[src/inc/cds_pkg.sv]
// Shared constants and types of the counter display scanner.
`default_nettype none
package cds_pkg;
  // Digit count of the display, digit 1 (index 0) is the least significant.
  localparam int unsigned CDS_DIGITS      = 8;
  // Slot timing in microseconds of timebase time.
  localparam int unsigned CDS_BLANK_US    = 6;
  localparam int unsigned CDS_DIGIT_US    = 244;
  localparam int unsigned CDS_SLOT_US     = CDS_BLANK_US + CDS_DIGIT_US;
  // Timebase ticks per microsecond in 10 MHz mode; 1 MHz mode uses one tick per microsecond.
  localparam int unsigned CDS_TICKS_PER_US_10M = 10;
  // Time between measurements in microseconds of timebase time.
  localparam int unsigned CDS_MEAS_US     = 200000;
  localparam int unsigned CDS_FRAME_US    = CDS_SLOT_US * CDS_DIGITS;
  localparam int unsigned CDS_MEAS_FRAMES = CDS_MEAS_US / CDS_FRAME_US;
  // Counter limits at register width.
  localparam logic [3:0] CDS_PRE_LAST   = 4'(CDS_TICKS_PER_US_10M - 1);
  localparam logic [7:0] CDS_SLOT_LAST  = 8'(CDS_SLOT_US - 1);
  localparam logic [7:0] CDS_BLANK_END  = 8'(CDS_BLANK_US);
  localparam logic [2:0] CDS_DIGIT_LAST = 3'(CDS_DIGITS - 1);
  localparam logic [2:0] CDS_OVF_DIGIT  = 3'(CDS_DIGITS - 1);
  // Reset values and fixed patterns.
  localparam logic [3:0] CDS_PRE_RST    = 4'h0;
  localparam logic [7:0] CDS_SLOT_RST   = 8'h00;
  localparam logic [2:0] CDS_DIGIT_RST  = 3'h0;
  localparam logic [6:0] CDS_FRAME_RST  = 7'h00;
  localparam logic [7:0] CDS_DARK       = 8'h00;
  localparam logic [7:0] CDS_SEG_TEST   = 8'hFF;
  localparam logic [3:0] CDS_BCD_ZERO   = 4'h0;

  // Latched result to show.
  typedef struct packed {
    logic [31:0] bcd;
    logic        dp_en;
    logic [2:0]  dp_digit;
    logic        overflow;
  } cds_value_t;

  // Static mode selection.
  typedef struct packed {
    logic test;
    logic off;
    logic mode_1mhz;
  } cds_ctrl_t;

  typedef enum logic {
    CDS_BLANK,
    CDS_SHOW
  } cds_phase_t;
endpackage : cds_pkg
`default_nettype wire

[src/design/cds_scanner.sv]
// Multiplexed display scanner for an eight-digit counter result.
`default_nettype none
module cds_scanner #(
  parameter int unsigned MEAS_FRAMES = cds_pkg::CDS_MEAS_FRAMES
) (
  // Clock and reset
  input  wire logic               ref_clk,
  input  wire logic               resetn,
  // Timebase, one pulse per oscillator cycle
  input  wire logic               osc_tick,
  // Mode selection and result
  input  wire cds_pkg::cds_ctrl_t ctrl,
  input  wire cds_pkg::cds_value_t value,
  // Display drive, common cathode
  output logic              [7:0] digit_on,
  output logic              [7:0] seg,
  // Measurement pacing
  output logic                    meas_tick
);

  if (MEAS_FRAMES < 1 || MEAS_FRAMES > 127) begin : g_bad_frames
    $error("MEAS_FRAMES must lie between 1 and 127");
  end

  // Digit is lit unless it is a leading zero left of the stop digit.
  function automatic logic digit_shown(input logic [31:0] bcd, input logic [2:0] stop,
                                       input logic [2:0] idx);
    logic upper_zero;
    upper_zero = 1'b1;
    for (int i = 0; i < cds_pkg::CDS_DIGITS; i++) begin
      if (3'(i) >= idx && bcd[4*i +: 4] != cds_pkg::CDS_BCD_ZERO) begin
        upper_zero = 1'b0;
      end
    end
    return !upper_zero || idx <= stop;
  endfunction : digit_shown

  logic [3:0]          pre_cnt;
  logic [7:0]          slot_cnt;
  logic [2:0]          digit_idx;
  logic [6:0]          frame_cnt;
  cds_pkg::cds_phase_t phase;
  logic [3:0]          next_pre_cnt;
  logic [7:0]          next_slot_cnt;
  logic [2:0]          next_digit_idx;
  logic [6:0]          next_frame_cnt;
  cds_pkg::cds_phase_t next_phase;
  logic                next_meas_tick;
  logic                us_tick;
  logic [7:0]          next_digit_on;
  logic [7:0]          next_seg;
  logic [6:0]          dec_seg;
  logic [2:0]          lz_stop;

  // Timing chain: timebase to microseconds, to slots, to frames, to measurements.
  always_comb begin
    us_tick        = osc_tick && (ctrl.mode_1mhz || pre_cnt == cds_pkg::CDS_PRE_LAST);
    next_pre_cnt   = pre_cnt;
    next_slot_cnt  = slot_cnt;
    next_digit_idx = digit_idx;
    next_frame_cnt = frame_cnt;
    next_meas_tick = 1'b0;
    if (osc_tick) begin
      next_pre_cnt = us_tick ? cds_pkg::CDS_PRE_RST : pre_cnt + 4'h1;
    end
    if (us_tick) begin
      if (slot_cnt == cds_pkg::CDS_SLOT_LAST) begin
        next_slot_cnt  = cds_pkg::CDS_SLOT_RST;
        next_digit_idx = digit_idx + 3'h1;
        if (digit_idx == cds_pkg::CDS_DIGIT_LAST) begin
          if (frame_cnt == 7'(MEAS_FRAMES - 1)) begin
            next_frame_cnt = cds_pkg::CDS_FRAME_RST;
            next_meas_tick = 1'b1;
          end else begin
            next_frame_cnt = frame_cnt + 7'h01;
          end
        end
      end else begin
        next_slot_cnt = slot_cnt + 8'h01;
      end
    end
    next_phase = (next_slot_cnt < cds_pkg::CDS_BLANK_END) ? cds_pkg::CDS_BLANK : cds_pkg::CDS_SHOW;
  end

  always_ff @(posedge ref_clk or negedge resetn) begin
    if (!resetn) begin
      pre_cnt   <= cds_pkg::CDS_PRE_RST;
      slot_cnt  <= cds_pkg::CDS_SLOT_RST;
      digit_idx <= cds_pkg::CDS_DIGIT_RST;
      frame_cnt <= cds_pkg::CDS_FRAME_RST;
      phase     <= cds_pkg::CDS_BLANK;
      meas_tick <= 1'b0;
    end else begin
      pre_cnt   <= next_pre_cnt;
      slot_cnt  <= next_slot_cnt;
      digit_idx <= next_digit_idx;
      frame_cnt <= next_frame_cnt;
      phase     <= next_phase;
      meas_tick <= next_meas_tick;
    end
  end

  cds_seg_decode u_decode (
    .bcd (value.bcd[4*digit_idx +: 4]),
    .seg (dec_seg)
  );

  // Drive pattern for the current slot; outputs follow the state by one clock.
  always_comb begin
    lz_stop       = value.dp_en ? value.dp_digit : cds_pkg::CDS_DIGIT_RST;
    next_digit_on = cds_pkg::CDS_DARK;
    next_seg      = cds_pkg::CDS_DARK;
    if (ctrl.off || phase == cds_pkg::CDS_BLANK) begin
      next_digit_on = cds_pkg::CDS_DARK;
      next_seg      = cds_pkg::CDS_DARK;
    end else if (ctrl.test) begin
      next_digit_on = 8'h01 << digit_idx;
      next_seg      = cds_pkg::CDS_SEG_TEST;
    end else if (value.overflow || digit_shown(value.bcd, lz_stop, digit_idx)) begin
      next_digit_on = 8'h01 << digit_idx;
      next_seg      = {(value.dp_en && digit_idx == value.dp_digit)
                       || (value.overflow && digit_idx == cds_pkg::CDS_OVF_DIGIT), dec_seg};
    end
  end

  always_ff @(posedge ref_clk or negedge resetn) begin
    if (!resetn) begin
      digit_on <= cds_pkg::CDS_DARK;
      seg      <= cds_pkg::CDS_DARK;
    end else begin
      digit_on <= next_digit_on;
      seg      <= next_seg;
    end
  end

  // Checks.
  chk_one_digit: assert property (@(posedge ref_clk) disable iff (!resetn)
    $onehot0(digit_on)) else $error("more than one digit driven");

  chk_gap_dark: assert property (@(posedge ref_clk) disable iff (!resetn)
    phase == cds_pkg::CDS_BLANK |=> digit_on == 8'h00 && seg == 8'h00)
    else $error("output lit during interdigit gap");

  chk_slot_bound: assert property (@(posedge ref_clk) disable iff (!resetn)
    us_tick && slot_cnt == cds_pkg::CDS_SLOT_LAST
    |=> slot_cnt == cds_pkg::CDS_SLOT_RST && phase == cds_pkg::CDS_BLANK)
    else $error("slot did not wrap after 250 us");

  chk_gap_end: assert property (@(posedge ref_clk) disable iff (!resetn)
    us_tick && slot_cnt == cds_pkg::CDS_BLANK_END - 8'h01 |=> phase == cds_pkg::CDS_SHOW)
    else $error("gap not 6 us long");

  chk_digit_order: assert property (@(posedge ref_clk) disable iff (!resetn)
    us_tick && slot_cnt == cds_pkg::CDS_SLOT_LAST |=> digit_idx == $past(digit_idx) + 3'h1)
    else $error("digit order broken");

  chk_meas_frame: assert property (@(posedge ref_clk) disable iff (!resetn)
    meas_tick |-> $past(digit_idx) == cds_pkg::CDS_DIGIT_LAST && $past(slot_cnt) == cds_pkg::CDS_SLOT_LAST
    && frame_cnt == cds_pkg::CDS_FRAME_RST)
    else $error("measurement tick off frame boundary");

  chk_prescale: assert property (@(posedge ref_clk) disable iff (!resetn)
    osc_tick && !ctrl.mode_1mhz
    |=> pre_cnt == (($past(pre_cnt) == cds_pkg::CDS_PRE_LAST) ? cds_pkg::CDS_PRE_RST : $past(pre_cnt) + 4'h1))
    else $error("10 MHz mode prescale not ten");

  chk_test_eights: assert property (@(posedge ref_clk) disable iff (!resetn)
    phase == cds_pkg::CDS_SHOW && ctrl.test && !ctrl.off |=> seg == 8'hFF && digit_on != 8'h00)
    else $error("display test pattern missing");

  chk_off_dark: assert property (@(posedge ref_clk) disable iff (!resetn)
    ctrl.off |=> digit_on == 8'h00 && seg == 8'h00)
    else $error("display off not dark");

  chk_ovf_point: assert property (@(posedge ref_clk) disable iff (!resetn)
    phase == cds_pkg::CDS_SHOW && !ctrl.off && value.overflow && digit_idx == 3'd7 |=> seg[7] && digit_on[7])
    else $error("overflow point not lit");

  chk_ovf_noblank: assert property (@(posedge ref_clk) disable iff (!resetn)
    phase == cds_pkg::CDS_SHOW && !ctrl.off && value.overflow |=> digit_on != 8'h00)
    else $error("digit blanked during overflow");

  chk_lsd_shown: assert property (@(posedge ref_clk) disable iff (!resetn)
    phase == cds_pkg::CDS_SHOW && !ctrl.off && digit_idx == 3'd0 |=> digit_on == 8'h01)
    else $error("least significant digit not shown");

  chk_lead_blank: assert property (@(posedge ref_clk) disable iff (!resetn)
    phase == cds_pkg::CDS_SHOW && !ctrl.off && !ctrl.test && !value.overflow
    && !digit_shown(value.bcd, lz_stop, digit_idx) |=> digit_on == 8'h00)
    else $error("leading zero not blanked");

  chk_right_shown: assert property (@(posedge ref_clk) disable iff (!resetn)
    phase == cds_pkg::CDS_SHOW && !ctrl.off && value.dp_en && digit_idx <= value.dp_digit
    |=> digit_on != 8'h00)
    else $error("digit right of point blanked");

endmodule : cds_scanner
`default_nettype wire

[src/design/cds_seg_decode.sv]
// BCD to seven-segment decoder, segments ordered g f e d c b a.
`default_nettype none
module cds_seg_decode (
  // Digit value
  input  wire logic [3:0] bcd,
  // Segment pattern
  output logic      [6:0] seg
);
  always_comb begin
    unique case (bcd)
      4'h0:    seg = 7'h3F;
      4'h1:    seg = 7'h06;
      4'h2:    seg = 7'h5B;
      4'h3:    seg = 7'h4F;
      4'h4:    seg = 7'h66;
      4'h5:    seg = 7'h6D;
      4'h6:    seg = 7'h7D;
      4'h7:    seg = 7'h07;
      4'h8:    seg = 7'h7F;
      4'h9:    seg = 7'h6F;
      // Codes above nine are not decimal and stay dark.
      default: seg = 7'h00;
    endcase
  end
endmodule : cds_seg_decode
`default_nettype wire

[config.mk]
export PLATFORM = sky130hd
export DESIGN_NAME = cds_scanner
export DESIGN_NICKNAME = d
export VERILOG_FILES = /design/src/inc/cds_pkg.sv /design/src/design/cds_scanner.sv /design/src/design/cds_seg_decode.sv
export SDC_FILE = /design/constraint.sdc
export NUM_CORES = 1
export LEC_CHECK = 0
export ABC_AREA = 1
export BUFFER_PORTS_ARGS = -buffer_cell sky130_fd_sc_hd__buf_2
export CAP_MARGIN = 15
export CORE_MARGIN = 10
export CORE_UTILIZATION = 55
export DETAILED_ROUTE_END_ITERATION = 16
export HOLD_SLACK_MARGIN = 0.06
export PLACE_DENSITY = 0.8
export RECOVER_POWER = 25
export SYNTH_ARGS = -nofsm -noshare
export SYNTH_HDL_FRONTEND = slang
export SYNTH_HIERARCHICAL = 1
export SYNTH_SLANG_ARGS = --single-unit
[constraint.sdc]
create_clock -name ref_clk -period 2.6 [get_ports ref_clk]
set_input_delay 0.52 -clock ref_clk [delete_from_list [all_inputs] [get_ports ref_clk]]
set_output_delay 0.52 -clock ref_clk [all_outputs]
set_load 0.02 [all_outputs]
==> results.ini, run 1 <==
[run_status]
status = complete, but fails checks
violations = capacitance limit, slew limit

[clocking]
cts_made_buffers = 5
hold_buffers = 0
clock_path_buffers = 2
root_buffer = clkbuf_8
insertion_delay_ns = 0.29
cts_tree = yes
clk_pin_slew_ns = 0.08
clkSinkCount = 40
htreeDepth = 2

[power]
powerDensity_mw_per_mm2 = 952.4
max-vdd-ir-drop_mv = 0.5868
power.leakage_uw = 0.001962

[placement]
placed_cells = 539
place_ws_ns = 0.2733
dp_hpwl_microns = 5485
gp_congestion = 0.9000
numPortBuffers = 59
placed_area_sq_mm = 0.003272

[critical_path]
cp.arrival_ns = 2.47
crit_path_start_kind = flop
cp.required_ns = 2.80
end_kind = flop
cp_max_fo = 7
worstSetupPathType = reg2reg

[grt]
antenna_found_initial = 0
first_global_vias = 2796
grt.total_usage = 0.1642
grt-ovfl-total = 0
grt_pass1_wl_microns = 11970
grt_start_max_net_pins = 41

[sta]
rsz0062_at_grt = no
hold_viol = 0
fmax_mhz = 438.8
slew_viol_final = 41
period_share = 0.8764
setup_slack_ns = 0.3213
tightest_slew_ns = 2.080
setup_violations = 0
min_period_ns = 2.279
fin_skew_ns = 0.004515
finalSetupTns_ns = 0
relSlewSlack = -0.3868

[drt]
routed_wl_microns = 6797
routed_via_density = 5.044
met1_length_microns = 3058
ant_nets = 0
drcViolationCount = 0
routed.top_layer = met4
drt_iter0_drc = 123
first_pass_iters = 4
wl_met3_microns = 424
met2_length_microns = 3148
post_drt_wl_per_cell_microns = 12.43
num_vias = 2759

[logic_synthesis]
synth_seq_area_share = 0.3460
synth_area_sq_mm = 0.002893
yosys-top-cells-area = dfrtp_1, nand2_1, nor2_1
synth_area_per_cell_sq_um = 7.021
yosysWarningCount = 6
ys_seq_elements = 40
synth_nets = 475
synth_top_area_cell = dfrtp_1
syn_inst = 412
yosysUniqueCellTypes = 31
synth_top_area_frac = 0.3460

[layout]
fin_area_sq_mm = 0.003385
final_cells = 547
ff_latch_area_sq_mm = 0.001001
nets = 539
syn2layout_area_growth_pct = 17.00
antenna_cells = 0
final_cell_mix = nand2_1, nor2_1, inv_1
layout_commonest_cell = nand2_1
multi_input_area_sq_mm = 0.001609
fillCellCount = 454
drive_gt1_frac = 0.1866

[job]
cap_violations = 1

[floorplanning]
boundaryPins = 60
die_y_microns = 92.53
initial_core_util = 0.5664
die_area_sq_mm = 0.008561
rows = 26
core_sq_mm = 0.005107
chipWidth_microns = 92.53

[min_path]
hp-class = in2reg

[final cells by class]
type / count / area share
clock inverters: 3 / 0.01257
clock buffers: 5 / 0.02033
inverters: 63 / 0.06987
repair buffers: 65 / 0.1002
multi-input cells: 301 / 0.4754
flip-flops and latches: 40 / 0.2957
well taps: 70 / 0.02588
[worst paths after layout]
| path | start | end | slack (ns) | cells past startpoint |
|---|---|---|---|---|
| worst min-delay path | ctrl[1] | digit_on[3] | 0.52 | 4 |
| worst min register to register | frame_cnt[6] | frame_cnt[6] | 0.53 | 2 |
| max in group asynchronous | resetn | frame_cnt[0] | 0.59 | 1 |
| worst max-delay path | digit_idx[2] | seg[3] | 0.32 | 15 |
| min in group asynchronous | resetn | pre_cnt[0] | 0.81 | 1 |
| worst max register to register | digit_idx[2] | seg[3] | 0.32 | 15 |
[power breakdown]
part	switching (uW)	total [uW]	internal, uW
sequential	112	887	775
combinational	1180	1840	659
clock	217	501	284
[stage by stage]
stage / utilization / hold WS (ns) / power [uW]
floorplan: - / 0.2244 / 2244
CTS: 0.6624 / 0.3640 / 3229
global placement: 0.6406 / 0.4963 / 2649
global route: 0.6627 / 0.5365 / 3556
detailed placement: 0.6406 / 0.4975 / 2717
finish: 0.6627 / 0.5240 / 3223
[registers in the layout (all words and copies together) (netlist names)]
name and flops:
digit_idx 3, digit_on 8, seg 8, phase 1
meas_tick 1, slot_cnt 8, pre_cnt 4, frame_cnt 7
[kinds of logic (layout without fill, tap and decap cells)]
family / Yosys count / in the layout / share of synthesized area
adders and majority gates: 20 / 20 / 0.08651
xor gates and xnor gates: 11 / 11 / 0.03331
buffers and inverters: 71 / 136 / 0.09861
and+or+nand+nor: 226 / 226 / 0.3413
AOI/OAI and AO/OA: 43 / 43 / 0.09083
DFF: 40 / 40 / 0.3460
muxes: 1 / 1 / 0.003460
[cell usage after synthesis, drive strengths merged]
library cell,count
nand2,103
nor2,75
inv,63
dfrtp,40
nand3,31
o21ai,24
ha,20
nand4,12
xor2,8
a21oi,6
buf,6
o21a,6
nor3,3
o2111ai,3
xnor2,3
a211oi,2
clkbuf,2
nand3b,2
a22o,1
mux2i,1
o22ai,1
[worst max-delay path: stages (launching register included)]
cell	delay (ns)
dfrtp_1	0.42
inv_1	0.14
nor2_1	0.26
o21a_1	0.16
o21ai_0	0.07
o2111ai_1	0.15
inv_1	0.17
ha_1	0.32
nand2_1	0.08
nand2_1	0.06
nand2_1	0.05
nand2_1	0.05
nor2_1	0.08
nor2_1	0.05
nand2_1	0.07
inv_1	0.04
[per-layer routing]
layer / track usage / up-vias
met3: 0.03551 / 14
met2: 0.2800 / 95
li1: - / 1422
met4: 0.06684 / 0
met5: 0 / -
met1: 0.1960 / 1228
[repair_timing]
action,4_1_cts,5_1_grt
setup endpoints to repair,0,2
buffers inserted,0,0
gates resized for setup,0,1
No activity file was read; power rests on OpenSTA's default activity.
==> run 2: changes to the inputs <==
--- a/config.mk
+++ b/config.mk
@@ -14,6 +14,7 @@
 export HOLD_SLACK_MARGIN = 0.06
 export PLACE_DENSITY = 0.8
 export RECOVER_POWER = 25
+export REMOVE_ABC_BUFFERS = 1
 export SYNTH_ARGS = -nofsm -noshare
 export SYNTH_HDL_FRONTEND = slang
 export SYNTH_HIERARCHICAL = 1
==> results.ini, run 2 (synthesis results as in run 1) <==
[run_status]
status = complete, but fails checks
violations = capacitance limit, slew limit

[clocking]
cts_tree = yes
clk_pin_slew_ns = 0.08  ; about the same
root_buffer = clkbuf_8
clock_path_buffers = 2  ; unchanged
insertion_delay_ns = 0.30  ; about the same
cts_made_buffers = 5  ; unchanged
htreeDepth = 2  ; unchanged
hold_buffers = 0  ; unchanged
clkSinkCount = 40  ; unchanged

[grt]
grt_start_max_net_pins = 41  ; unchanged
grt.total_usage = 0.1622  ; -0.001981
first_global_vias = 2705  ; -3.3%
grt_pass1_wl_microns = 11680  ; -2.4%
antenna_found_initial = 0  ; unchanged
grt-ovfl-total = 0  ; unchanged

[sta]
fmax_mhz = 429.5  ; -2.1%
min_period_ns = 2.328  ; +0.04971 ns
tightest_slew_ns = 2.041  ; -0.03940 ns
fin_skew_ns = 0.007001  ; +0.002486 ns
relSlewSlack = -0.3605  ; +0.02627
setup_slack_ns = 0.2716  ; -0.04971 ns
hold_viol = 0  ; unchanged
setup_violations = 0  ; unchanged
slew_viol_final = 41  ; unchanged
period_share = 0.8955  ; +0.01912
finalSetupTns_ns = 0  ; unchanged
rsz0062_at_grt = no

[job]
cap_violations = 1  ; unchanged

[layout]
layout_commonest_cell = nand2_1
nets = 538  ; -0.19%
final_cell_mix = nand2_1, nor2_1, inv_1
syn2layout_area_growth_pct = 17.00  ; unchanged
drive_gt1_frac = 0.1849  ; -0.001709
fillCellCount = 457  ; +0.66%
antenna_cells = 0  ; unchanged
top_regs = digit_on x8, seg x8, slot_cnt x8

[power]
power.leakage_uw = 0.001960  ; -0.13%
max-vdd-ir-drop_mv = 0.5791  ; -1.3%
powerDensity_mw_per_mm2 = 957.1  ; +0.49%

[min_path]
hp-class = in2reg
hold_path_depth = 4  ; unchanged

[placement]
dp_hpwl_microns = 5561  ; +1.4%
place_ws_ns = 0.2511  ; -0.02215 ns
gp_congestion = 0.9293  ; +3.3%
numPortBuffers = 59  ; unchanged

[drt]
routed_via_density = 5.022  ; -0.43%
routed_wl_microns = 6850  ; +0.78%
first_pass_iters = 5  ; +1
drt_iter0_drc = 139  ; +13%
drcViolationCount = 0  ; unchanged
post_drt_wl_per_cell_microns = 12.55  ; +0.96%
ant_nets = 0  ; unchanged
num_vias = 2742  ; -0.62%

[critical_path]
r2r_start = digit_idx[1]
crit_path_start_kind = flop
cp.arrival_ns = 2.53  ; +0.06 ns
startpoint = digit_idx[1]
end_kind = flop
r2r_slack_ns = 0.27  ; -0.05 ns
cp_max_fo = 7  ; unchanged
worstSetupPathType = reg2reg
reg2reg_depth = 14  ; -1
rr_endpoint = seg[3]
cp.required_ns = 2.80  ; about the same
endpoint = seg[3]

[floorplanning]
boundaryPins = 60  ; unchanged
die_area_sq_mm = 0.008561  ; unchanged
rows = 26  ; unchanged
core_sq_mm = 0.005107  ; unchanged
die_y_microns = 92.53  ; unchanged
chipWidth_microns = 92.53  ; unchanged
initial_core_util = 0.5664  ; unchanged

-- run 2: power by group --
group	internal [uW]	switching [uW]	leakage [uW]
combinational	656	1180	0.00140
sequential	775	113	0.000504
clock	289	225	0.0000548
total	1720	1520	0.00196
-- run 2: repair_timing --
| action | 4_1_cts | 5_1_grt |
|---|---|---|
| buffers inserted | 0 | 0 |
| gates resized for setup | 0 | 1 |
| endpoints found under the setup margin | 0 | 1 |
-- run 2: worst min path at each step --
stage / endpoint / from
global route: digit_on[3] / ctrl[1]
finish: digit_on[3] / ctrl[1]
detailed placement: frame_cnt[1] / frame_cnt[1]
CTS: digit_idx[0] / resetn
floorplan: digit_idx[0] / resetn
global placement: frame_cnt[1] / frame_cnt[1]
-- run 2: layer usage --
metal,up-vias,GRT usage,share of wire
met5,-,0,0
met4,0,0.06041,0.021
met3,11,0.04520,0.068
met2,99,0.2759,0.46
met1,1210,0.1902,0.45
li1,1422,-,-
-- run 2: stage by stage --
stage / utilization / hold WS [ns] / cell area [sq um] / std cells / total power [uW]
after floorplan: - / 0.2244 / 2844 / 404 / 2191
final: 0.6627 / 0.5113 / 3385 / 546 / 3239
after global routing: 0.6627 / 0.5496 / 3385 / 546 / 3571
after CTS: 0.6617 / 0.3666 / 3379 / 546 / 3227
after detailed placement: 0.6391 / 0.4988 / 3264 / 538 / 2709
after global placement: 0.6391 / 0.4977 / 3264 / 538 / 2638
-- run 2: area by class of cell --
| type | instances | area (sq um) | share of cell area |
|---|---|---|---|
| Timing Repair Buffer | 64 | 331.6 | 0.09797 |
| Multi-Input combinational cell | 301 | 1613 | 0.4765 |
| Inverter | 63 | 236.5 | 0.06987 |
| Clock inverter | 3 | 46.29 | 0.01368 |
| Tap cell | 70 | 87.58 | 0.02588 |
| Sequential cell | 40 | 1001 | 0.2957 |
| Clock buffer | 5 | 68.82 | 0.02033 |
-- run 2: critical path, cell delays in order (launching register included) --
cell,delay (ns)
dfrtp_1,0.45
inv_1,0.12
nor2_1,0.25
o21ai_0,0.16
o2111ai_1,0.28
inv_1,0.17
ha_1,0.30
nand2_1,0.07
nand2_1,0.05
nand2_1,0.07
nand2_1,0.05
nor2_1,0.10
nor2_1,0.05
nand2_1,0.07
inv_1,0.04
==> run 3: changes to the inputs <==
--- a/config.mk
+++ b/config.mk
@@ -8,11 +8,10 @@
 export ABC_AREA = 1
 export BUFFER_PORTS_ARGS = -buffer_cell sky130_fd_sc_hd__buf_2
 export CAP_MARGIN = 15
-export CORE_MARGIN = 10
-export CORE_UTILIZATION = 55
+export CORE_MARGIN = 5
+export CORE_UTILIZATION = 35
 export DETAILED_ROUTE_END_ITERATION = 16
 export HOLD_SLACK_MARGIN = 0.06
-export PLACE_DENSITY = 0.8
 export RECOVER_POWER = 25
 export REMOVE_ABC_BUFFERS = 1
 export SYNTH_ARGS = -nofsm -noshare
==> results.ini, run 3 (synthesis results as in run 1) <==
[grt]
grt_use_met2 = 0.2415  ; -0.03436
grt-ovfl-total = 0  ; unchanged
met1_usage = 0.1863  ; -0.003906
grt_start_max_net_pins = 41  ; unchanged
use_met3 = 0.03529  ; -0.009904
grt_most_used_layer = met2
grt_pass1_wl_microns = 12000  ; +2.7%
first_global_vias = 2698  ; -0.26%
antenna_found_initial = 0  ; unchanged
grt.total_usage = 0.1443  ; -0.01788

[critical_path]
cp.required_ns = 2.80  ; about the same
cp.arrival_ns = 2.47  ; -0.06 ns
worstSetupPathType = reg2reg
crit_top_cell = nand2_1
crit_slowest_cell = dfrtp_2
slowest_delay_ns = 0.47  ; +0.02 ns
path_cells = inv_1 > nor2_1 > o21ai_0 > o2111ai_2 > inv_1 > ha_1 > nand2_1 > nand2_1 > nand2_1 > nand2_1 > nor2_1 > nor2_1 > nand2_1 > inv_1
cp.buffers_inverters = 3  ; unchanged
cp_max_fo = 10  ; +3
end_kind = flop
crit_path_start_kind = flop
cp_top_family = simple AND/OR/NAND/NOR gates

[layout]
final_cells = 581  ; +6.4%
syn2layout_area_growth_pct = 17.99
final_cell_mix = nand2_1, nor2_1, inv_1
ff_latch_area_sq_mm = 0.001002  ; +0.12%
nets = 538  ; unchanged
multi_input_area_sq_mm = 0.001613  ; unchanged
drive_gt1_frac = 0.1891  ; +0.004202
top_regs = digit_on x8, seg x8, slot_cnt x8
layout_commonest_cell = nand2_1
fillCellCount = 848  ; +86%
antenna_cells = 0  ; unchanged

[sta]
min_period_ns = 2.275  ; -0.05306 ns
tightest_slew_ns = 1.006  ; -1.034 ns
finalSetupTns_ns = 0  ; unchanged
slew_viol_final = 0  ; -100%
rsz0062_at_grt = no
setup_violations = 0  ; unchanged
relSlewSlack = 0.3291  ; +0.6896
period_share = 0.8751  ; -0.02041
hold_viol = 0  ; unchanged
fmax_mhz = 439.5  ; +2.3%
fin_skew_ns = 0.009890  ; +0.002888 ns

[floorplanning]
die_area_sq_mm = 0.01018  ; +19%
initial_core_util = 0.3556  ; -0.2108
boundaryPins = 60  ; unchanged
core_sq_mm = 0.008134  ; +59%
die_y_microns = 100.9  ; +9.1%
chipWidth_microns = 100.9  ; +9.1%
rows = 33  ; +27%

[clocking]
htreeDepth = 2  ; unchanged
clk_pin_slew_ns = 0.08  ; about the same
hold_buffers = 0  ; unchanged
clkSinkCount = 40  ; unchanged
insertion_delay_ns = 0.29  ; about the same
clock_path_buffers = 2  ; unchanged
cts_tree = yes
root_buffer = clkbuf_8
cts_made_buffers = 5  ; unchanged

[placement]
gp_congestion = 0.9432  ; +1.5%
dp_hpwl_microns = 5674  ; +2.0%
numPortBuffers = 59  ; unchanged
placed_cells = 573  ; +6.5%

[drt]
first_pass_iters = 4  ; -1
drt_iter0_drc = 106  ; -24%
drcViolationCount = 0  ; unchanged
num_vias = 2685  ; -2.1%
routed_wl_microns = 6857  ; +0.10%
post_drt_wl_per_cell_microns = 11.80  ; -5.9%
ant_nets = 0  ; unchanged
routed_via_density = 4.621  ; -8.0%

[job]
cap_violations = 0  ; -1

[power]
max-vdd-ir-drop_mv = 0.3512  ; -39%
power.leakage_uw = 0.001952  ; -0.41%
powerDensity_mw_per_mm2 = 916.4  ; -4.2%

[run_status]
status = finished clean

[min_path]
hp-class = in2async

## run 3: cell type report
class	instances	share of cell area
clock buffers	6	0.02419
clock inverters	2	0.004399
inverters	63	0.06928
multi-input cells	301	0.4725
flip-flops and latches	40	0.2936
well taps	105	0.03849
repair buffers	64	0.09751
## run 3: final timing paths
path	from	to	slack, ns	cells after the start
setup / recovery	digit_idx[1]	seg[3]	0.32	14
hold / removal	resetn	slot_cnt[7]	0.38	1
setup reg to reg	digit_idx[1]	seg[3]	0.32	14
hold reg to reg	frame_cnt[1]	frame_cnt[1]	0.52	2
max in group asynchronous	resetn	digit_idx[1]	1.52	1
min in group ref_clk	ctrl[1]	digit_on[3]	0.52	4
## run 3: layer usage
layer / wire length, microns / vias up / share of wire
met1: 3180 / 1190 / 0.46
met3: 442 / 9 / 0.064
met4: 97 / 0 / 0.014
met2: 3136 / 66 / 0.46
met5: 0 / - / 0
li1: - / 1420 / -
## run 3: through the flow
step | worst slack (ns) | hold slack [ns] | area [sq um] | util | total power [uW]
after CTS | 0.1183 | 0.3817 | 3406 | 0.4187 | 3157
final | 0.3246 | 0.3832 | 3413 | 0.4196 | 3128
after floorplan | 0.2385 | 0.2244 | 2844 | - | 2191
after global routing | 0.06363 | 0.4721 | 3413 | 0.4196 | 3479
after detailed placement | 0.1286 | 0.5025 | 3308 | 0.4067 | 2705
after global placement | 0.1878 | 0.4973 | 3308 | 0.4067 | 2671
## run 3: report_power, final
part           switching (uW)  total (uW)  internal (uW)  leakage [uW]
Combinational            1140        1790            651       0.00140
Clock                     223         438            215     0.0000434
Sequential                127         904            776      0.000504
## run 3: timing repair
item,in CTS,in global routing
endpoints found under the setup margin,0,4
resized for setup,0,2
buffers inserted,0,0
